`config.mk`:
```
export PLATFORM = sky130hd
export DESIGN_NAME = asc_top
export DESIGN_NICKNAME = d
export VERILOG_FILES = /design/src/asc_pkg.sv /design/src/asc_top.sv
export SDC_FILE = /design/constraint.sdc
export NUM_CORES = 1
export LEC_CHECK = 0
export ABC_AREA = 0
export BUFFER_PORTS_ARGS = -buffer_cell sky130_fd_sc_hd__buf_2
export CAP_MARGIN = 15
export CORE_MARGIN = 10
export CORE_UTILIZATION = 55
export DETAILED_ROUTE_END_ITERATION = 8
export GPL_ROUTABILITY_DRIVEN = 0
export GPL_TIMING_DRIVEN = 0
export PLACE_DENSITY_LB_ADDON = 0.1
export SLEW_MARGIN = 40
export SYNTH_ARGS = -nofsm -noshare
export SYNTH_HDL_FRONTEND = slang
export SYNTH_SLANG_ARGS = --single-unit
```
`constraint.sdc`:
```
create_clock -name hclk -period 4 [get_ports hclk]
set_clock_uncertainty 0.1 [all_clocks]
set_input_delay 0.8 -clock hclk [delete_from_list [all_inputs] [get_ports hclk]]
set_output_delay 0.8 -clock hclk [all_outputs]
set_load 0.05 [all_outputs]
```
`src/asc_pkg.sv`:
```
// package: constants, types and timing for the sample and convert controller
package asc_pkg;

	// clock and timing figures
	localparam int unsigned CLK_PERIOD_NS  = 50;     // hclk period at 20 MHz
	localparam int unsigned CONV_TIME_NS   = 3860;   // longest oscillator conversion
	localparam int unsigned FIRST_SAMPLE_NS = 2000;  // time a first repeat sample needs

	// counter width shared by sampling and conversion counts
	localparam int unsigned CNT_W = 8;

	// longest time rounds down, least time rounds up
	localparam logic [CNT_W-1:0] CONV_OSC_CYCLES = CNT_W'(CONV_TIME_NS / CLK_PERIOD_NS);
	localparam logic [CNT_W-1:0] FIRST_CYCLES    = CNT_W'((FIRST_SAMPLE_NS + CLK_PERIOD_NS - 1) / CLK_PERIOD_NS);

	// serial framing
	localparam logic [2:0] CMD_BITS     = 3'h4;   // command nibble length
	localparam int unsigned SHIFT_W     = 16;     // serial output word
	localparam int unsigned RESULT_W    = 10;     // converter result width
	localparam logic [CNT_W-1:0] SHORT_SCLKS = 8'h0c;  // 12 sclk short sampling
	localparam logic [CNT_W-1:0] LONG_SCLKS  = 8'h18;  // 24 sclk long sampling
	localparam logic [CNT_W-1:0] CONV_SCLKS  = 8'h0e;  // 14 divided clocks per conversion

	// command nibbles
	localparam logic [3:0] CMD_CHAN_LAST  = 4'h7;
	localparam logic [3:0] CMD_POWER_DOWN = 4'h8;
	localparam logic [3:0] CMD_READ_CFG   = 4'h9;
	localparam logic [3:0] CMD_TEST_FIRST = 4'hb;
	localparam logic [3:0] CMD_TEST_LAST  = 4'hd;
	localparam logic [3:0] CMD_READ_FIFO  = 4'he;

	// conversion modes and clock sources
	localparam logic [1:0] MODE_SINGLE = 2'h0;
	localparam logic [1:0] MODE_REPEAT = 2'h1;
	localparam logic [1:0] CLK_OSC     = 2'h0;
	localparam logic [1:0] CLK_SCLK    = 2'h1;
	localparam logic [1:0] CLK_DIV4    = 2'h2;
	localparam logic [1:0] CLK_DIV2    = 2'h3;

	// register byte offsets
	localparam logic [7:0] ADDR_CONFIG = 8'h00;
	localparam logic [7:0] ADDR_STATUS = 8'h04;
	localparam logic [7:0] ADDR_RESULT = 8'h08;
	localparam logic [7:0] ADDR_CMD    = 8'h0c;
	localparam logic [11:0] CFG_RESET  = 12'h000;

	// status field positions
	localparam int unsigned ST_BUSY_BIT  = 8;
	localparam int unsigned ST_PD_BIT    = 9;
	localparam int unsigned ST_EXT_BIT   = 10;
	localparam int unsigned ST_VALID_BIT = 11;

	// configuration register, bit 11 down to bit 0
	typedef struct packed {
		logic       ref_internal;
		logic       ref_2v;
		logic       long_sample;
		logic [1:0] conv_clk;
		logic [1:0] conv_mode;
		logic [1:0] sweep_seq;
		logic       eoc_select;
		logic [1:0] fifo_level;
	} asc_cfg_s;

	// serial pins from the host
	typedef struct packed {
		logic sclk;
		logic chip_select_n;
		logic frame_sync;
		logic serial_in;
		logic sample_trigger_n;
	} asc_pins_s;

	// controller states, one hot
	typedef enum logic [5:0] {
		ST_IDLE   = 6'h01,
		ST_CMD    = 6'h02,
		ST_SAMP_N = 6'h04,
		ST_SAMP_X = 6'h08,
		ST_SAMP_F = 6'h10,
		ST_CONV   = 6'h20
	} asc_state_e;

endpackage

```
`src/asc_top.sv`:
```
// module: sample and conversion control of a serial converter with an ahb-lite register slave
`timescale 1ns/1ns
`default_nettype none
module asc_top #(
	parameter int unsigned RESULT_W = asc_pkg::RESULT_W
) (
	input  wire logic                hclk,
	input  wire logic                hresetn,
	input  wire logic                hsel,
	input  wire logic [31:0]         haddr,
	input  wire logic [1:0]          htrans,
	input  wire logic                hwrite,
	input  wire logic [2:0]          hsize,
	input  wire logic [31:0]         hwdata,
	input  wire logic                hready,
	output logic                     hreadyout,
	output logic                     hresp,
	output logic [31:0]              hrdata,
	input  wire asc_pkg::asc_pins_s  pins,
	input  wire logic [RESULT_W-1:0] conv_data,
	output logic                     serial_out,
	output logic                     conversion_busy_flag,
	output logic                     done_interrupt_n,
	output logic                     sample_hold,
	output logic                     result_push,
	output logic [RESULT_W-1:0]      result_data,
	output logic                     powered_down
);
	import asc_pkg::*;

	// true for channel and test select nibbles
	function automatic logic is_conv_cmd(input logic [3:0] c);
		is_conv_cmd = (c <= CMD_CHAN_LAST) || ((c >= CMD_TEST_FIRST) && (c <= CMD_TEST_LAST));
	endfunction

	// sclk count of a normal sampling period
	function automatic logic [CNT_W-1:0] samp_len(input logic long_sel);
		samp_len = long_sel ? LONG_SCLKS : SHORT_SCLKS;
	endfunction

	// sclk edges needed for one conversion at the chosen divider
	function automatic logic [CNT_W-1:0] conv_edges(input logic [1:0] sel);
		case (sel)
			CLK_DIV4: conv_edges = CNT_W'(CONV_SCLKS * 4);
			CLK_DIV2: conv_edges = CNT_W'(CONV_SCLKS * 2);
			default:  conv_edges = CONV_SCLKS;
		endcase
	endfunction

	asc_cfg_s           cfg_q;          // configuration register
	asc_state_e         state_q;        // controller state
	logic [CNT_W-1:0]   cnt_q;          // sampling or conversion count
	logic [2:0]         bit_cnt_q;      // command bits taken
	logic [3:0]         cmd_q;          // command shift register
	logic [3:0]         last_cmd_q;     // last decoded command
	logic               trig_meta_q;    // trigger synchroniser, first stage
	logic               trig_sync_q;    // trigger synchroniser, second stage
	logic               trig_prev_q;    // previous synchronised trigger
	logic               sclk_q;         // previous sclk level
	logic               cs_q;           // previous chip select level
	logic               fs_q;           // previous frame sync level
	logic               trig_pend_q;    // trigger low seen, waiting to sample
	logic               sel_seen_q;     // select nibble seen in this frame
	logic               first_arm_q;    // first repeat sample armed
	logic               ext_mode_q;     // extended sampling active
	logic [1:0]         exit_cnt_q;     // chip selects toward leaving extended mode
	logic               pd_q;           // software power-down
	logic               busy_q;         // end-of-conversion level
	logic               done_n_q;       // done indication, low active
	logic               valid_q;        // unread result held
	logic [RESULT_W-1:0] result_q;      // last result
	logic               push_q;         // result push strobe
	logic [SHIFT_W-1:0] shift_q;        // serial output word
	logic               dp_wr_q;        // write in data phase
	logic [7:0]         dp_addr_q;      // data phase offset
	logic [31:0]        hrdata_q;       // registered read data

	// edge pulses; trigger edges from registered history, pin edges from the live level against the previous one
	logic trig_fall, trig_rise, sclk_rise, sclk_fall, cs_fall, cs_rise, fs_rise, frame_start;
	logic [3:0] cmd_next;
	logic cmd_done, conv_cmd, trig_allowed, single, go_conv, conv_end, enter_x;

	assign trig_fall    = trig_prev_q & ~trig_sync_q;
	assign trig_rise    = ~trig_prev_q & trig_sync_q;
	assign sclk_rise    = pins.sclk & ~sclk_q;
	assign sclk_fall    = ~pins.sclk & sclk_q;
	assign cs_fall      = cs_q & ~pins.chip_select_n;
	assign cs_rise      = ~cs_q & pins.chip_select_n;
	assign fs_rise      = pins.frame_sync & ~fs_q;
	// frame sync starts a frame while chip select stays low
	assign frame_start  = cs_fall | (fs_rise & ~pins.chip_select_n);
	assign cmd_next     = {cmd_q[2:0], pins.serial_in};
	assign cmd_done     = (state_q == ST_CMD) && sclk_rise && (bit_cnt_q == CMD_BITS - 3'h1);
	assign conv_cmd     = is_conv_cmd(cmd_next);
	assign single       = (cfg_q.conv_mode == MODE_SINGLE);
	assign trig_allowed = single | cfg_q.ref_internal;

	// an armed first sample at deselect supersedes a new trigger sample
	assign enter_x = (state_q == ST_IDLE) && !frame_start && !(cs_rise && first_arm_q) &&
		pins.chip_select_n && !trig_sync_q && trig_pend_q && trig_allowed;

	// every way out of sampling into conversion
	always_comb begin
		go_conv = 1'b0;
		case (state_q)
			ST_SAMP_X: go_conv = trig_rise;
			ST_SAMP_F: go_conv = !trig_fall && (cnt_q == FIRST_CYCLES - 8'h01);
			ST_SAMP_N: go_conv = sclk_rise && (cnt_q == samp_len(cfg_q.long_sample) - 8'h01);
			default:   go_conv = 1'b0;
		endcase
	end

	// oscillator conversions count hclk, sclk conversions count sclk edges
	always_comb begin
		conv_end = 1'b0;
		if (state_q == ST_CONV) begin
			if (cfg_q.conv_clk == CLK_OSC) begin
				conv_end = (cnt_q == CONV_OSC_CYCLES - 8'h01);
			end else begin
				conv_end = sclk_rise && (cnt_q == conv_edges(cfg_q.conv_clk) - 8'h01);
			end
		end
	end

	// trigger synchroniser; only the second stage feeds edge detection
	always_ff @(posedge hclk or negedge hresetn) begin
		if (!hresetn) begin
			trig_meta_q <= 1'b1;
			trig_sync_q <= 1'b1;
			trig_prev_q <= 1'b1;
		end else begin
			trig_meta_q <= pins.sample_trigger_n;
			trig_sync_q <= trig_meta_q;
			trig_prev_q <= trig_sync_q;
		end
	end

	// previous pin levels for edge detection
	always_ff @(posedge hclk or negedge hresetn) begin
		if (!hresetn) begin
			sclk_q <= 1'b0;
			cs_q   <= 1'b1;
			fs_q   <= 1'b0;
		end else begin
			sclk_q <= pins.sclk;
			cs_q   <= pins.chip_select_n;
			fs_q   <= pins.frame_sync;
		end
	end

	// controller state machine; a frame start outside idle is ignored so no conversion is cut
	always_ff @(posedge hclk or negedge hresetn) begin
		if (!hresetn) begin
			state_q   <= ST_IDLE;
			cnt_q     <= '0;
			bit_cnt_q <= '0;
			cmd_q     <= '0;
		end else begin
			case (state_q)
				ST_IDLE: begin
					if (frame_start) begin
						state_q   <= ST_CMD;
						bit_cnt_q <= '0;
					end else if (cs_rise && first_arm_q) begin
						state_q <= ST_SAMP_F;
						cnt_q   <= '0;
					end else if (enter_x) begin
						state_q <= ST_SAMP_X;
					end
				end
				ST_CMD: begin
					if (cs_rise) begin
						state_q <= ST_IDLE; // frame abandoned
					end else if (sclk_rise) begin
						cmd_q     <= cmd_next;
						bit_cnt_q <= bit_cnt_q + 3'h1;
						if (cmd_done) begin
							cnt_q <= '0;
							// extended mode leaves sampling to the trigger
							state_q <= (conv_cmd && !ext_mode_q) ? ST_SAMP_N : ST_IDLE;
						end
					end
				end
				ST_SAMP_N: begin
					if (go_conv) begin
						state_q <= ST_CONV;
						cnt_q   <= '0;
					end else if (sclk_rise) begin
						cnt_q <= cnt_q + 8'h01;
					end
				end
				ST_SAMP_X: begin
					if (go_conv) begin
						state_q <= ST_CONV;
						cnt_q   <= '0;
					end
				end
				ST_SAMP_F: begin
					if (trig_fall) begin
						state_q <= ST_SAMP_X; // too short, next trigger takes over
					end else if (go_conv) begin
						state_q <= ST_CONV;
						cnt_q   <= '0;
					end else begin
						cnt_q <= cnt_q + 8'h01;
					end
				end
				ST_CONV: begin
					if (conv_end) begin
						state_q <= ST_IDLE;
					end else if ((cfg_q.conv_clk == CLK_OSC) || sclk_rise) begin
						cnt_q <= cnt_q + 8'h01;
					end
				end
				default: state_q <= ST_IDLE;
			endcase
		end
	end

	// pending trigger; a trigger in a repeat select is held until deselect or until the trigger rises
	always_ff @(posedge hclk or negedge hresetn) begin
		if (!hresetn) begin
			trig_pend_q <= 1'b0;
		end else if (trig_fall && (pins.chip_select_n || (cfg_q.conv_mode == MODE_REPEAT && sel_seen_q))) begin
			trig_pend_q <= 1'b1;
		end else if (trig_rise || enter_x || (state_q == ST_SAMP_F && trig_fall)) begin
			trig_pend_q <= 1'b0;
		end
	end

	// select tracking and first-sample arming for repeat with the trigger
	always_ff @(posedge hclk or negedge hresetn) begin
		if (!hresetn) begin
			sel_seen_q  <= 1'b0;
			first_arm_q <= 1'b0;
		end else if (cmd_done && conv_cmd) begin
			sel_seen_q  <= 1'b1;
			first_arm_q <= ext_mode_q && (cfg_q.conv_mode == MODE_REPEAT) && trig_allowed;
		end else if (frame_start || cs_rise) begin
			sel_seen_q  <= 1'b0;
			first_arm_q <= 1'b0;
		end
	end

	// extended mode: entered by a trigger sample, left after two clean chip selects
	always_ff @(posedge hclk or negedge hresetn) begin
		if (!hresetn) begin
			ext_mode_q <= 1'b0;
			exit_cnt_q <= '0;
		end else if (enter_x) begin
			ext_mode_q <= 1'b1; // entry wins over a coincident exit
			exit_cnt_q <= '0;
		end else if (ext_mode_q && cs_fall && trig_sync_q) begin
			if (exit_cnt_q == 2'h1) begin
				ext_mode_q <= 1'b0;
				exit_cnt_q <= '0;
			end else begin
				exit_cnt_q <= exit_cnt_q + 2'h1;
			end
		end
	end

	// last command and software power-down; non-select commands act even in dummy use
	always_ff @(posedge hclk or negedge hresetn) begin
		if (!hresetn) begin
			last_cmd_q <= '0;
			pd_q       <= 1'b0;
		end else if (cmd_done) begin
			last_cmd_q <= cmd_next;
			if (cmd_next == CMD_POWER_DOWN) begin
				pd_q <= 1'b1;
			end else if (conv_cmd) begin
				pd_q <= 1'b0;
			end
		end
	end

	// end-of-conversion level in single shot with eoc_select, done indication in every other case
	always_ff @(posedge hclk or negedge hresetn) begin
		if (!hresetn) begin
			busy_q   <= 1'b0;
			done_n_q <= 1'b1;
		end else begin
			if (go_conv) begin
				busy_q <= single && cfg_q.eoc_select;
			end else if (conv_end) begin
				busy_q <= 1'b0;
			end
			// done stays low until the host starts its next frame
			if (conv_end && !(single && cfg_q.eoc_select)) begin
				done_n_q <= 1'b0;
			end else if (frame_start) begin
				done_n_q <= 1'b1;
			end
		end
	end

	// result capture; fifo modes push every result, single shot bypasses the fifo
	always_ff @(posedge hclk or negedge hresetn) begin
		if (!hresetn) begin
			result_q <= '0;
			valid_q  <= 1'b0;
			push_q   <= 1'b0;
		end else begin
			push_q <= conv_end && !single;
			if (conv_end) begin
				result_q <= conv_data;
				valid_q  <= 1'b1; // a new result wins over a consuming read
			end else if (cmd_done && (conv_cmd || cmd_next == CMD_READ_FIFO)) begin
				valid_q <= 1'b0;
			end
		end
	end

	// serial output word, msb first, shifted on sclk falling edges
	always_ff @(posedge hclk or negedge hresetn) begin
		if (!hresetn) begin
			shift_q <= '0;
		end else if (frame_start) begin
			shift_q <= valid_q ? {result_q, {(SHIFT_W-RESULT_W){1'b0}}} : '0;
		end else if (cmd_done && cmd_next == CMD_READ_CFG && single) begin
			shift_q <= {cfg_q, 4'h0}; // configuration readback, single shot only
		end else if (sclk_fall && !pins.chip_select_n) begin
			shift_q <= {shift_q[SHIFT_W-2:0], 1'b0};
		end
	end

	// ahb-lite address phase capture
	always_ff @(posedge hclk or negedge hresetn) begin
		if (!hresetn) begin
			dp_wr_q   <= 1'b0;
			dp_addr_q <= '0;
		end else if (hready) begin
			dp_wr_q   <= hsel && htrans[1] && hwrite;
			dp_addr_q <= haddr[7:0];
		end
	end

	// configuration write; kept across sequences until software rewrites it
	always_ff @(posedge hclk or negedge hresetn) begin
		if (!hresetn) begin
			cfg_q <= asc_cfg_s'(CFG_RESET);
		end else if (dp_wr_q && dp_addr_q == ADDR_CONFIG) begin
			cfg_q <= asc_cfg_s'(hwdata[11:0]);
		end
	end

	// read data registered in the address phase; a write just ahead is forwarded
	always_ff @(posedge hclk or negedge hresetn) begin
		if (!hresetn) begin
			hrdata_q <= '0;
		end else if (hready && hsel && htrans[1] && !hwrite) begin
			hrdata_q <= '0;
			case (haddr[7:0])
				ADDR_CONFIG: hrdata_q[11:0] <= (dp_wr_q && dp_addr_q == ADDR_CONFIG) ? hwdata[11:0] : cfg_q;
				ADDR_STATUS: begin
					hrdata_q[5:0]          <= state_q;
					hrdata_q[ST_BUSY_BIT]  <= busy_q;
					hrdata_q[ST_PD_BIT]    <= pd_q;
					hrdata_q[ST_EXT_BIT]   <= ext_mode_q;
					hrdata_q[ST_VALID_BIT] <= valid_q;
				end
				ADDR_RESULT: hrdata_q[RESULT_W-1:0] <= result_q;
				ADDR_CMD:    hrdata_q[3:0] <= last_cmd_q;
				default:     hrdata_q <= '0; // unmapped reads zero
			endcase
		end
	end

	// zero wait state slave, always okay; hsize is accepted as a word
	assign hreadyout            = 1'b1;
	assign hresp                = 1'b0;
	assign hrdata               = hrdata_q;
	assign serial_out           = shift_q[SHIFT_W-1];
	assign conversion_busy_flag = busy_q;
	assign done_interrupt_n     = done_n_q;
	assign sample_hold          = state_q[2] | state_q[3] | state_q[4];
	assign result_push          = push_q;
	assign result_data          = result_q;
	assign powered_down         = pd_q;

endmodule
`default_nettype wire

```
# Yosys cells after proc, flatten, opt, wreduce, memory -nomap -nowiden
# Index checks and enable logic that the tools add are counted.
dict set report totals {
  register_bits 100
  in_bits 89
  output_inout_bits 50
  wordCells 235
}
dict set report op_classes {
  add_sub_neg 5
  magnitude_cmp 3
  eq_ne 36
  muxes 64
  bitwise 20
  reduce_logical 73
}
# operator count
set ops {}
lappend ops {{two-way mux 8 bit} 14}
lappend ops {{two-way mux 16 bit} 4}
lappend ops {{two-way mux 6 bit} 9}
lappend ops {{case mux 8 bit (6 select lines)} 1}
lappend ops {{logical AND 1 bit} 35}
lappend ops {{case mux 6 bit (5 select lines)} 1}
lappend ops {{two-way mux 1 bit} 18}
lappend ops {{!= test 2 bit, second input constant} 9}
lappend ops {{nonzero test 2 bit} 9}
lappend ops {{equality test 8 x 4 -> 1 bit, second input constant} 2}
lappend ops {{equality test 8 bit} 2}
lappend ops {{logical NOT 8 bit} 2}
lappend ops {{case mux 4 bit (4 select lines)} 1}
lappend ops {{equality test 4 bit, second input constant} 3}
lappend ops {{two-way mux 12 bit} 1}
lappend ops {{two-way mux 3 bit} 4}
lappend ops {{case mux 2 bit (3 select lines)} 2}
lappend ops {{case mux 6 bit (2 select lines)} 1}
lappend ops {{AND reduction 11 bit} 1}
lappend ops {{logical NOT 1 bit} 9}
lappend ops {{!= test 3 bit, second input constant} 3}
lappend ops {{adder 8 x 1 -> 8 bit, second input constant} 1}
lappend ops {{AND 1 bit} 8}
lappend ops {{equality test 8 x 3 -> 1 bit, second input constant} 1}
lappend ops {{35 further kinds} 60}

# Longest topological paths before layout
# Gate-level depths: netlist of the first run.
dict set report logic_depth {
  depth_word 15
  ltp_mapped 9
  ltp_nobuf 8
}

# Worst setup path before layout of the first run
# OpenSTA, ideal clock, no wires.
dict set report synth_path {
  path_type {input port to flip-flop}
  start {input pins[4] (netlist bit)}
  end {register result_q[4] (netlist: result_data[4])}
  setup_ns 0.125
  t_arrival_ns 2.319
  t_required_ns 3.775
  path_slack_ns 1.457
  stages 7
  cell_sequence {nor2b_1 > clkbuf_1 > nand3_1 > a221oi_1 > o21bai_2 > clkbuf_1 > mux2_2}
}
dict set report synth_between {
  elab_chain_cells 4
}
# element line
set synth_rtl {}
lappend synth_rtl {{start: declaration} asc_top.sv:19} ;# input wire asc_pkg::asc_pins_s pins,
lappend synth_rtl {{AND 1 bit} asc_top.sv:85} ;# assign sclk_rise = pins.sclk & ~sclk_q;
lappend synth_rtl {{logical AND 1 bit} asc_top.sv:120} ;# conv_end = sclk_rise && (cnt_q == conv_edges(cfg_q.conv_clk) - 8'h01);
lappend synth_rtl {{two-way mux 1 bit} asc_top.sv:117} ;# if (cfg_q.conv_clk == CLK_OSC) begin
lappend synth_rtl {{two-way mux 1 bit} asc_top.sv:116} ;# if (state_q == ST_CONV) begin
lappend synth_rtl {{end signal: assignment} asc_top.sv:307} ;# result_q <= conv_data;
lappend synth_rtl {{end: declaration} asc_top.sv:71} ;# logic [RESULT_W-1:0] result_q;
# Every way passes these cells.
# A chain may end at the register's enable or synchronous reset.

# Worst setup path in the final report of the first run
dict set report layout_path {
  start {register state_q[3]}
  end {register shift_q[6]}
}
dict set report layout_between {
  elab_chain_cells 7
}
# element line
set layout_rtl {}
lappend layout_rtl {{start: declaration} asc_top.sv:51} ;# asc_state_e state_q;
lappend layout_rtl {{start signal: assignment} asc_top.sv:180} ;# state_q <= (conv_cmd && !ext_mode_q) ? ST_SAMP_N : ST_IDLE;
lappend layout_rtl {{equality test 6 x 2 -> 1 bit (*)} asc_top.sv:93} ;# assign cmd_done = (state_q == ST_CMD) && sclk_rise && (bit_cnt_q == CMD_BITS - 3'h1);
lappend layout_rtl {{logical AND 1 bit (*) (2 in series)} asc_top.sv:93}
lappend layout_rtl {{logical AND 1 bit (*) (2 in series)} asc_top.sv:321} ;# end else if (cmd_done && cmd_next == CMD_READ_CFG && single) begin
lappend layout_rtl {{two-way mux 16 bit} asc_top.sv:321}
lappend layout_rtl {{two-way mux 16 bit} asc_top.sv:319} ;# end else if (frame_start) begin
lappend layout_rtl {{end signal: assignment} asc_top.sv:320} ;# shift_q <= valid_q ? {result_q, {(SHIFT_W-RESULT_W){1'b0}}} : '0;
lappend layout_rtl {{end signal: assignment} asc_top.sv:322} ;# shift_q <= {cfg_q, 4'h0};
lappend layout_rtl {{end signal: assignment} asc_top.sv:324} ;# shift_q <= {shift_q[SHIFT_W-2:0], 1'b0};
lappend layout_rtl {{end: declaration} asc_top.sv:73} ;# logic [SHIFT_W-1:0] shift_q;
# Mark *: on every way between the ends. The rest lies on a longest branch, timed or not.

==> summary by stage, run 1 <==
Outcome
The run finished with clean final reports.

Clock network
The clock latency on the worst-skew pair is 0.36 ns. The number of gates resized after cts is 0. CTS built an H-tree with a depth of 3. The buffers inserted during post-CTS setup optimization is 0. After clock tree synthesis, the flow added hold-fix buffers numbering 0.

The clock tree from TritonCTS is yes. Counting along the longest clock path gives a buffer depth of 2. After clock tree synthesis, the clock-pin slew on the worst setup and hold paths is 0.10 ns. Buffers inserted during clock tree synthesis total 9. The cell sitting at the root of the clock tree is a clkbuf_8. CTS saw 96 sinks.

GRT
Across every metal layer, demand over resource in global routing totals 0.191. The leftover overflow at the end of global routing is 0. The number of global-route vias before repair is roughly 4,000. The maximum number of pins on one net before global-route repair is 69. The first global-routing pass estimated 20.5 mm of wire. The number of antenna violations at the first check in global routing is 0.

Synth
Of the total synthesized cell area, the portion taken by full adders, half adders and majority gates is 0.0101. The post-synthesis instance total is roughly 500. The share of synthesized area occupied by flip-flops and latches is 0.485.

The xor-xnor portion of the synthesized cell area is 0.00529. In this run the mean area of a mapped cell was around 9.9 µm². The largest area contributor in the netlist is dfrtp_1.

The largest family of logic cells by synthesized area is simple AND/OR/NAND/NOR gates. Of the post-synthesis cell area, the dominant cell type holds 0.453. The portion of netlist area occupied by mux cells is 0.0896. Summing every instance area after synthesis gives 4970 µm².

Synthesis inferred 96 register bits. The number of enable-type register cells in the synthesized netlist is 0. In the synthesized netlist the async set-or-reset flop fraction comes to 1.00. By area the synthesized netlist is led by dfrtp_1 (45%), mux2_2 (8.2%), o21ai_0 (4.5%), a21oi_1 (4.0%), nand2_1 (3.9%). The number of different library cells used by synthesis comes to 66. The simple-gate portion of the synthesized area is 0.193. The complex-gate fraction of the synthesized area came to 0.156. For this run, the leading register cell type out of synthesis is dfrtp_1. The warning count from the yosys run is 0.

Min path
The class of the tightest hold or removal check is in2async.

Run
Max-cap violations in this run came to 0.

Routing
The number of nets still failing antenna checks after routing is 0. The remaining routing DRC violations is 0. In the final routed layout, each cell accounts on average for 17.8 µm. The number of vias after detailed routing is 4,120. For this block, the initial DRC count from the detailed router was about 300. The total wirelength of the detailed-routed design is around 13 mm. In the routed layout, each cell is associated on average with a via count of 5.76.

The first TritonRoute pass finished after 6 iterations.

Power
The total power per unit cell area is 423 nW/µm². Of the total power, combinational logic draws 0.250. The proportion of total power due to net switching is 0.342. The register share of total power is 0.477. Internal power comes to 1.60 mW. Summing internal, switching and leakage power gives 2.44 mW. Of the total power, the clock network draws 0.272.

The leakage dissipation is 2.69 nW. Across the VDD grid, the largest voltage drop is 0.296 mV. The net switching power figure is 834 µW.

Floorplan
The site row count is 34. The boundary pin count is 139. The effective utilization at floorplan is 0.567.

The floorplan step set the die height to 115 µm. The die outline area is 13,200 µm². In this run the standard cell core region covers between 8000 and 9000 µm². In this run the horizontal extent of the chip is 115 µm.

Final layout
Of the cells placed in the final design, the portion with a size suffix greater than 1 is 0.283. The repair_antennas step left the layout with diodes totalling 0. Leaving out fill and tap cells, the most frequent cells in the layout are dfrtp_1 (90), buf_2 (68), nand2_1 (52). The growth of design area from synthesis to finish is 16.0%.

After filler insertion, the fill cell instance count of the layout stands at approximately 730. The most frequent standard cell in the layout excluding fill and tap cells is dfrtp_1. At the end of the flow the core is filled with cells to 0.658. In the final design database the tool counted 695 nets.

Worst setup path
The data required time at the worst endpoint is 4.20 ns. The worst setup path is captured at a flop. The worst setup path category is reg2reg. Of all nets on the critical path, the largest fanout is 10. For the worst setup path, the data arrival time is about 3 ns.

The element type at the critical path start is a flop.

Timing
The final count of hold timing violations was 0. The setup TNS is 0 ns. The number of failing setup endpoints in the final timing report is 0.

For the pin with the worst max-slew slack, the measured transition is 0.774 ns. Setup repair after global routing left no endpoint under its margin. The worst setup margin is 1.18 ns. The number of pins with negative max-slew slack in the final report is 0. The final period utilization is 0.705.

The worst path in the final design needs a cycle of 2.82 ns, including I/O delays and setup. The worst pin sits at a relative slew slack of 0.484. Timing would allow up to 0.355 GHz.

Placed design
The number of input and output port buffers inserted is 68. Summed over all nets, the half-perimeter wirelength after detailed placement is 9.66 mm. The worst setup timing slack at the placement stage is about 0.86 ns.
==> registers in the layout, indices dropped and copies added, names as in the netlist, 2 cells and up <==
| name | flops |
|---|---|
| cfg_q | 12 |
| hrdata | 12 |
| shift_q | 12 |
| result_data | 10 |
| cnt_q | 8 |
| dp_addr_q | 8 |
| state_q | 6 |
| last_cmd_q | 4 |
| bit_cnt_q | 3 |
| cmd_q | 3 |
| exit_cnt_q | 2 |
==> cell type report <==
type	instances	area (µm²)	area share
sequential	96	2410	0.418
multi-input combinational	372	2340	0.407
timing repair buffer	69	378	0.0656
buffer	41	245	0.0425
tap	108	135	0.0234
clock buffer	10	128	0.0221
clock inverter	6	75.1	0.0130
inverter	13	48.8	0.00847
==> cells in the mapped netlist (3+ instances only) <==
cell,instances
o21ai_0,45
nand3_1,18
nor3_1,7
nor3b_1,3
nand2_1,52
mux2_2,36
buf_4,22
mux2i_1,4
or2_2,5
dfrtp_1,90
nor2_1,31
clkbuf_1,15
and2_1,4
a22oi_1,12
nor2b_1,6
a21oi_1,40
dfstp_2,6
o22ai_1,4
nand4_1,8
ha_1,4
nand4b_1,5
inv_1,13
nand2b_1,10
and3_1,6
a22o_1,5
nor4_1,3
==> final timing paths <==
kind | start | endpoint | slack (ns) | cells after the start
worst min-delay path | hresetn | cnt_q[4] | 0.17 | 1
max in group asynchronous | hresetn | cmd_q[1] | 3.03 | 2
worst max-delay path | state_q[3] | shift_q[6] | 1.18 | 6
worst max register to register | state_q[3] | shift_q[6] | 1.18 | 6
min in group hclk | trig_meta_q | trig_sync_q | 0.26 | 0
worst min register to register | trig_meta_q | trig_sync_q | 0.26 | 0
==> critical path, stage by stage, from the launching register on <==
cell	delay (ns)
dfrtp_1	0.50
or4_4	0.62
nor3b_4	0.45
nand3_4	0.19
nor3_4	0.49
a22oi_1	0.20
a21oi_1	0.19
==> layer usage <==
layer | GRT usage | vias up | wire, µm
met3 | 0.0380 | 27 | 1040
met4 | 0.0578 | 0 | 210
met5 | 0 | - | 0
met2 | 0.295 | 169 | 5980
met1 | 0.265 | 1973 | 5520
li1 | - | 1951 | -
==> through the flow <==
| step | cells | instance area, µm² | hold WS, ns |
|---|---|---|---|
| 2_1_floorplan | 522 | 5040 | 0.245 |
| 3_3_place_gp | 698 | 5520 | 0.246 |
| 3_5_place_dp | 699 | 5560 | 0.247 |
| 4_1_cts | 715 | 5760 | 0.173 |
| 5_1_grt | 715 | 5760 | 0.174 |
| 6_report | 715 | 5760 | 0.175 |
==> cell families (layout without fill, tap and decap cells) <==
logic type,after synthesis,in the layout
AO/OA/AOI/OAI,128,128
buffers and inverters,54,139
other,2,22
AND/OR/NAND/NOR,175,175
adder cells (fa/ha/maj),4,4
flip-flops,96,96
multiplexers,40,40
XOR/XNOR,3,3
==> power by group through the flow <==
stage / clock network (mW) / logic [mW] / registers (mW)
after floorplan: 0 / 0.443 / 1.17
after global placement: 0 / 0.584 / 1.17
after detailed placement: 0 / 0.602 / 1.18
after CTS: 0.678 / 0.606 / 1.16
after global routing: 0.712 / 0.675 / 1.17
final: 0.664 / 0.610 / 1.16
No activity file was read; power rests on OpenSTA's default activity.
==> run 2: changes to the inputs <==
--- a/config.mk
+++ b/config.mk
@@ -5,11 +5,11 @@
 export SDC_FILE = /design/constraint.sdc
 export NUM_CORES = 1
 export LEC_CHECK = 0
-export ABC_AREA = 0
+export ABC_AREA = 1
 export BUFFER_PORTS_ARGS = -buffer_cell sky130_fd_sc_hd__buf_2
 export CAP_MARGIN = 15
 export CORE_MARGIN = 10
-export CORE_UTILIZATION = 55
+export CORE_UTILIZATION = 54
 export DETAILED_ROUTE_END_ITERATION = 8
 export GPL_ROUTABILITY_DRIVEN = 0
 export GPL_TIMING_DRIVEN = 0
==> constraint.sdc (replaced) <==
create_clock -name hclk -period 2.62 [get_ports hclk]
set_clock_uncertainty 0.1 [all_clocks]
set_input_delay 0.524 -clock hclk [delete_from_list [all_inputs] [get_ports hclk]]
set_output_delay 0.524 -clock hclk [all_outputs]
set_load 0.05 [all_outputs]
==> run 2 against run 1 <==
  * First-iteration DRC count increased by 49%
  * Power increased by 67%
  * Sequential power increased by 55%
  * Global-route usage increased by 1.3 points
  * Setup slack got worse by 0.63 ns
  * Non-clock buffer count decreased by 1
  * Largest power group unchanged
  * Critical path type unchanged
==> summary by stage, run 2 <==
Timing
Setup violations remaining at the end of the flow were counted as 0. Based on the critical path, the design can be clocked at up to ~0.48 GHz. The final count of hold timing violations is 0. The routed design could run at a clock period as short as 2.07 ns. The slew of the pin with the lowest slew margin is 0.510 ns. The worst setup margin is 0.553 ns. Measured against its own limit, the worst slew margin works out to 0.659.

Setup repair after global routing left no endpoint under its margin. In the final timing run, aggregate negative setup slack is 0 ns. On the final layout, the worst hold slack is around 0.13 ns. Of the available clock period, the critical path in the final layout requires 0.789.

The number of pins with negative max-slew slack in the final report is 0.

Synth
The share of synthesized area occupied by flip-flops and latches is 0.438. After technology mapping, the gate count stands at 718. Synthesis instantiated 44 different standard cells from the library. Of the post-synthesis cell area, the dominant cell type holds 0.409. The cell area after technology mapping is 5510 µm². The most instantiated flip-flop cell in the synthesis netlist is dfrtp_1. The number of enable-type register cells in the synthesized netlist is 0. The largest area contributor in the netlist is dfrtp_1. By area the synthesized netlist is led by dfrtp_1 (41%), nand2_1 (15%), inv_1 (5.8%), nand3_1 (5.4%), buf_4 (3.5%). By count the netlist is led by nand2_1 (213), dfrtp_1 (90), inv_1 (85). The fraction of registers with async set/reset is 1.00. The synthesized design contains 96 register bits. The most frequent cell after synthesis is nand2_1. Yosys printed 0 warnings.

The mean instance size in the synthesized netlist is 7.67 µm².

GRT
Across every metal layer, demand over resource in global routing totals 0.204. Entering global routing, the biggest net connects 68 pins. The number of antenna violations at the first check in global routing is 0.

The leftover overflow at the end of global routing is 0. The first global-routing pass estimated around 24 mm of wire. The number of global-route vias before repair is between 4,000 and 5,000.

Final layout
At the end of the flow the core is filled with cells to 0.644. The antenna cell count is 0. Leaving out fill and tap cells, the most frequent cell in the layout is nand2_1. In the layout the commonest cells are nand2_1 (213), dfrtp_1 (90), inv_1 (85).

The cell area after layout is approximately 6400 µm². The area growth from synthesis to layout is 15.5%. For this run, the post-layout net count is a little over 900. The finished layout holds 957 standard cells, fillers aside.

The fraction of layout instances using a drive strength above 1 is 0.216.

Clock network
The buffers inserted during post-CTS setup optimization is 0. The clock latency on the worst-skew pair is 0.38 ns. The root buffer cell is clkbuf_8. The maximum clock path buffer count is 2.

After clock tree synthesis, the repair step resized 0 gates. The clock transition at the registers of the reported paths is 0.09 ns. In this run, CTS created clock tree buffers numbering 9. The tree built by TritonCTS fans out to between 90 and 100 sinks. In this run the number of H-tree levels came out at 3. The clock tree from TritonCTS is yes.

Routing
The number of vias per cell is 5.15. The count of routing violations after the opening detailed-route iteration is around 450. In this run the remaining antenna-violating nets after routing total 0. The number of vias after detailed routing is 4,926. The total wirelength of the detailed-routed design is approximately 15 mm. The first-pass iteration count of the detailed router is 4. The remaining routing DRC violations is 0. Dividing the detail-routed wire length by the instance count gives 15.4 µm.

Floorplan
139 I/O pins were placed. The vertical extent of the die is ~120 µm. The area of the core is 9860 µm².

The site row count is 36. The die outline area is 14,600 µm². The horizontal extent of the die is between 100 and 150 µm. For this configuration, the core starts out at a cell density of 0.558.

Power
The total power consumption of the routed design is approximately 4.1 mW. The maximum vdd drop is 0.435 mV. Dividing total power by cell area gives a power density of 642 nW/µm². For this design the static power due to leakage is 3.47 nW.

Placed design
Summing all placed instances gives a cell area of 6130 µm². Once detailed placement completed, the half-perimeter wirelength came to 11.4 mm. At the placement stage, the worst setup path has a slack of around 0.49 ns. Buffers placed on the I/O ports in this run total 68. The number of cells after detailed placement is 940.

Run
The tool flagged a number of max-cap violations equal to 0.

Outcome
The run finished with clean final reports.

Worst setup path
The worst setup path category is reg2reg. The largest fanout on the critical path is 10. The kind of end point of the critical path is a flop. Data on the critical path is required at its endpoint by about 2.8 ns. STA classifies the critical path startpoint as a flop. The data arrival at the endpoint of the critical path is 2.24 ns.

Min path
The class of the tightest hold or removal check is in2reg.
-- run 2: final cells by class --
| cell class | count | area [µm²] |
|---|---|---|
| Fill cell | 888 | 3510 |
| Multi-Input combinational cell | 503 | 2540 |
| Sequential cell | 96 | 2410 |
| Timing Repair Buffer | 70 | 388 |
| Inverter | 100 | 375 |
| Buffer | 39 | 260 |
| Tap cell | 133 | 166 |
| Clock buffer | 12 | 145 |
| Clock inverter | 4 | 76.3 |
-- run 2: what timing repair did --
action                                  4_1_cts  5_1_grt
hold buffers                                  1        0
hold endpoints to repair                     29        0
endpoints found under the setup margin        0        0
-- run 2: per-layer routing --
metal / GRT usage / vias up / share of wire / wire (µm)
li1: - / 2426 / - / -
met1: 0.270 / 2286 / 0.45 / 6640
met2: 0.315 / 195 / 0.44 / 6540
met3: 0.0582 / 19 / 0.091 / 1340
met4: 0.0656 / 0 / 0.017 / 250
met5: 0 / - / 0 / 0
-- run 2: cell families (layout without fill, tap and decap cells) --
group	after synthesis	in the layout	share of synthesized area
simple gates	396	396	0.349
mux	4	4	0.00818
fa+ha+maj	4	4	0.00909
compound gates	73	73	0.0729
flops	96	96	0.438
xor+xnor	4	4	0.00636
other cells	2	22	0.00136
buf+inv	139	225	0.115
-- run 2: worst paths after layout --
path                         startpoint             end  slack, ns  cells past startpoint
max in group asynchronous       hresetn     trig_prev_q       1.28                      3
min reg2reg                 trig_meta_q     trig_sync_q       0.26                      0
max reg2reg                bit_cnt_q[0]      shift_q[5]       0.55                     11
min in group asynchronous       hresetn  result_data[0]       0.48                      2
min                             pins[0]     trig_meta_q       0.13                      1
max                        bit_cnt_q[0]      shift_q[5]       0.55                     11
-- run 2: power breakdown --
group | total (mW) | internal, mW | switching [mW]
sequential | 1.80 | 1.64 | 0.158
clock | 1.10 | 0.568 | 0.534
combinational | 1.18 | 0.343 | 0.833
-- run 2: critical path, stage by stage (launching register included) --
cell	delay (ns)
dfrtp_1	0.41
ha_1	0.20
ha_1	0.18
inv_1	0.10
nor2_1	0.07
inv_1	0.17
nor2_8	0.08
nand3_4	0.14
nand3_2	0.12
buf_4	0.22
o21ai_1	0.12
inv_1	0.05
==> run 3: changes to the inputs <==
--- a/config.mk
+++ b/config.mk
@@ -9,7 +9,7 @@
 export BUFFER_PORTS_ARGS = -buffer_cell sky130_fd_sc_hd__buf_2
 export CAP_MARGIN = 15
 export CORE_MARGIN = 10
-export CORE_UTILIZATION = 54
+export CORE_UTILIZATION = 49
 export DETAILED_ROUTE_END_ITERATION = 8
 export GPL_ROUTABILITY_DRIVEN = 0
 export GPL_TIMING_DRIVEN = 0
==> constraint.sdc (replaced) <==
create_clock -name hclk -period 1.9 [get_ports hclk]
set_clock_uncertainty 0.1 [all_clocks]
set_input_delay 0.38 -clock hclk [delete_from_list [all_inputs] [get_ports hclk]]
set_output_delay 0.38 -clock hclk [all_outputs]
set_load 0.05 [all_outputs]
==> run 3 against run 2 <==
  * Count of clock-buffer cells in the layout up 2
  * Setup slack got worse by 0.55 ns
  * Sequential cell count stayed put
  * Global-route usage fell by 1.2 points
  * Via count is 2.4% higher
  * Design area rose by 7.3%
  * Utilization decreased by 2.1 points
  * Wire length is 5.1% higher
  * Worst hold slack worse by 0.10 ns
  * Sequential share of layout area fell by 2.5 points
  * Cell count rose by 2.9%
  * Critical endpoint is now shift_q[11]
  * Largest power group unchanged
  * Highest routed layer unchanged
==> summary by stage, run 3 (same netlist as run 2, synthesis figures left out) <==
Floorplan
The area of the core is about 11,000 µm². The horizontal extent of the die is 126 µm. The floorplan has 38 rows. The die is 126 µm tall.

The boundary pin count is 139. The die outline area is 15,900 µm². The effective utilization at floorplan is 0.504.

Clock network
The longest clock path from root to sink contains 2 buffers. The later pin in the worst-skew pair is clocked with a latency of 0.35 ns. The root buffer cell is clkbuf_16. The clock transition at the registers of the reported paths is 0.07 ns.

TritonCTS built the clock tree. The number of sinks handled by clock tree synthesis is 96. The H-tree was split into 3 levels. The clock buffer count from CTS is 9.

Worst setup path
The worst setup path category is reg2reg. The longest individual stage delay on the worst path is 0.45 ns. The element type at the critical path start is a flop. The data required time at the worst endpoint is 2.04 ns.

The reg-to-reg startpoint is state_q[4]. The library cell contributing the largest single delay on the critical path is dfrtp_2. The largest fanout on the critical path is 6. The kind of end point of the critical path is a flop. The cell family contributing the most delay on the critical path is simple AND/OR/NAND/NOR gates. For the worst setup path, the data arrival time is roughly 2.0 ns. Traced cell by cell, the critical path runs through nor2_4 > nand3_4 > nor2_8 > nand3_4 > buf_8 > nand3_2 > nand3_2 > nand2_1 > o21ai_1.

The critical path launch point is state_q[4]. The number of buffer and inverter instances along the worst setup path is 1.

Final layout
The final design utilization is 0.624. The antenna cell count is 0. Leaving out fill and tap cells, the most frequent cell in the layout is nand2_1. In the layout the commonest cells are nand2_1 (208), dfrtp_1 (86), inv_1 (81).

The post-layout net count is 933. The sequential cells in the finished layout cover a total of 2410 µm². From synthesis to final layout, the design area changed by 23.9%.

The fraction of layout instances using a drive strength above 1 is 0.275. Fill cells in the final layout number 990. The area of the multi-input gates is 2710 µm². The count of cells in the finished layout, fillers not included, comes to 985.

Run
The max-capacitance violation count is 0.

Power
For this design the static power due to leakage is between 3 and 4 nW. The total power consumption of the routed design is a little over 6 mW. The maximum vdd drop is ~0.58 mV. Dividing total power by cell area gives a power density of 892 nW/µm².

Routing
Dividing the detail-routed via count by the number of cells gives 5.12. For this block, the initial DRC count from the detailed router was 404. The count of nets left with antenna violations once routing finished came out at 0. The total wirelength of the detailed-routed design is around 16 mm. The wire length per cell after detailed routing is 15.8 µm. The number of vias after detailed routing is 5,043.

The first-pass iteration count of the detailed router is 5. After detailed routing, the number of remaining DRC violations is 0.

GRT
The number of antenna violations at the first check in global routing is 0. Entering global routing, the biggest net connects 75 pins. The overall fraction of global-route tracks in use is 0.192.

The first global-routing pass estimated roughly 25 mm of wire. The number of global-route vias before repair was 5,029. The leftover overflow at the end of global routing is 0.

Placed design
The detailed-placement wirelength estimate is 11.3 mm. The worst setup timing slack at the placement stage is -0.167 ns. The number of input and output port buffers inserted is 68. Counting tap cells, the placed design contains a total of ~950 instances.

Timing
Based on the critical path, the design can be clocked at up to 0.527 GHz. The number of pins with negative max-slew slack in the final report is 0. In the final timing run, aggregate negative setup slack is 0 ns. After layout, the worst setup slack is 0.00176 ns. The final count of hold timing violations is 0. Setup repair after global routing could not meet its margin everywhere. Setup violations remaining at the end of the flow were counted as 0. The shortest period the worst path allows is 1.90 ns. In the finished design, the share of the clock period the worst path needs comes to 0.999.

Min path
The hold path startpoint is pins[0]. The path class of the tightest hold or removal check is in2reg.

Outcome
The flow ran to the end, and the final reports show no timing, DRC or antenna violations.
run 3: final cells by class:
class                      instances  share of cell area
clock inverter                     2             0.00569
multi-input combinational        504               0.397
inverter                         100              0.0558
timing repair buffer              90              0.0820
clock buffer                      14              0.0372
tap                              140              0.0257
buffer                            39              0.0429
sequential                        96               0.354
run 3: power by group:
group          total [mW]  switching (mW)  internal [mW]
clock network        1.86           0.794           1.06
registers            2.47           0.202           2.27
logic                1.76            1.21          0.546
run 3: timing repair:
action,CTS,global route
setup endpoints to repair,23,57
cloned,2,1
pin swaps,8,29
hold buffers,1,0
setup buffers,9,9
resized for setup,11,51
hold endpoints to repair,22,0
run 3: path summary, 6_finish.rpt:
check | to | slack (ns) | depth (start not counted)
min in group asynchronous | shift_q[15] | 0.35 | 2
min | trig_meta_q | 0.03 | 1
min reg2reg | trig_sync_q | 0.26 | 0
max | shift_q[11] | 0.002 | 9
max in group asynchronous | trig_meta_q | 0.68 | 3
max reg2reg | shift_q[11] | 0.002 | 9
run 3: per-stage QoR:
stage          hold slack, ns  area (µm²)
3_3_place_gp            0.246        6100
6_report               0.0311        6820
2_1_floorplan         -0.0156        5580
3_5_place_dp            0.128        6130
4_1_cts                0.0203        6570
5_1_grt                0.0240        6820
run 3: worst register-to-register path, cell delays in order, from the launching register on:
cell     delay [ns]
dfrtp_2        0.45
nor2_4         0.22
nand3_4        0.16
nor2_8         0.17
nand3_4        0.21
buf_8          0.22
nand3_2        0.07
nand3_2        0.08
nand2_1        0.07
o21ai_1        0.06
run 3: metal layers:
metal | wire [µm] | global-route usage | part of all wire
met1 | 7010 | 0.256 | 0.45
met2 | 6970 | 0.290 | 0.45
met3 | 1170 | 0.0478 | 0.075
met4 | 369 | 0.0790 | 0.024
met5 | 0 | 0 | 0
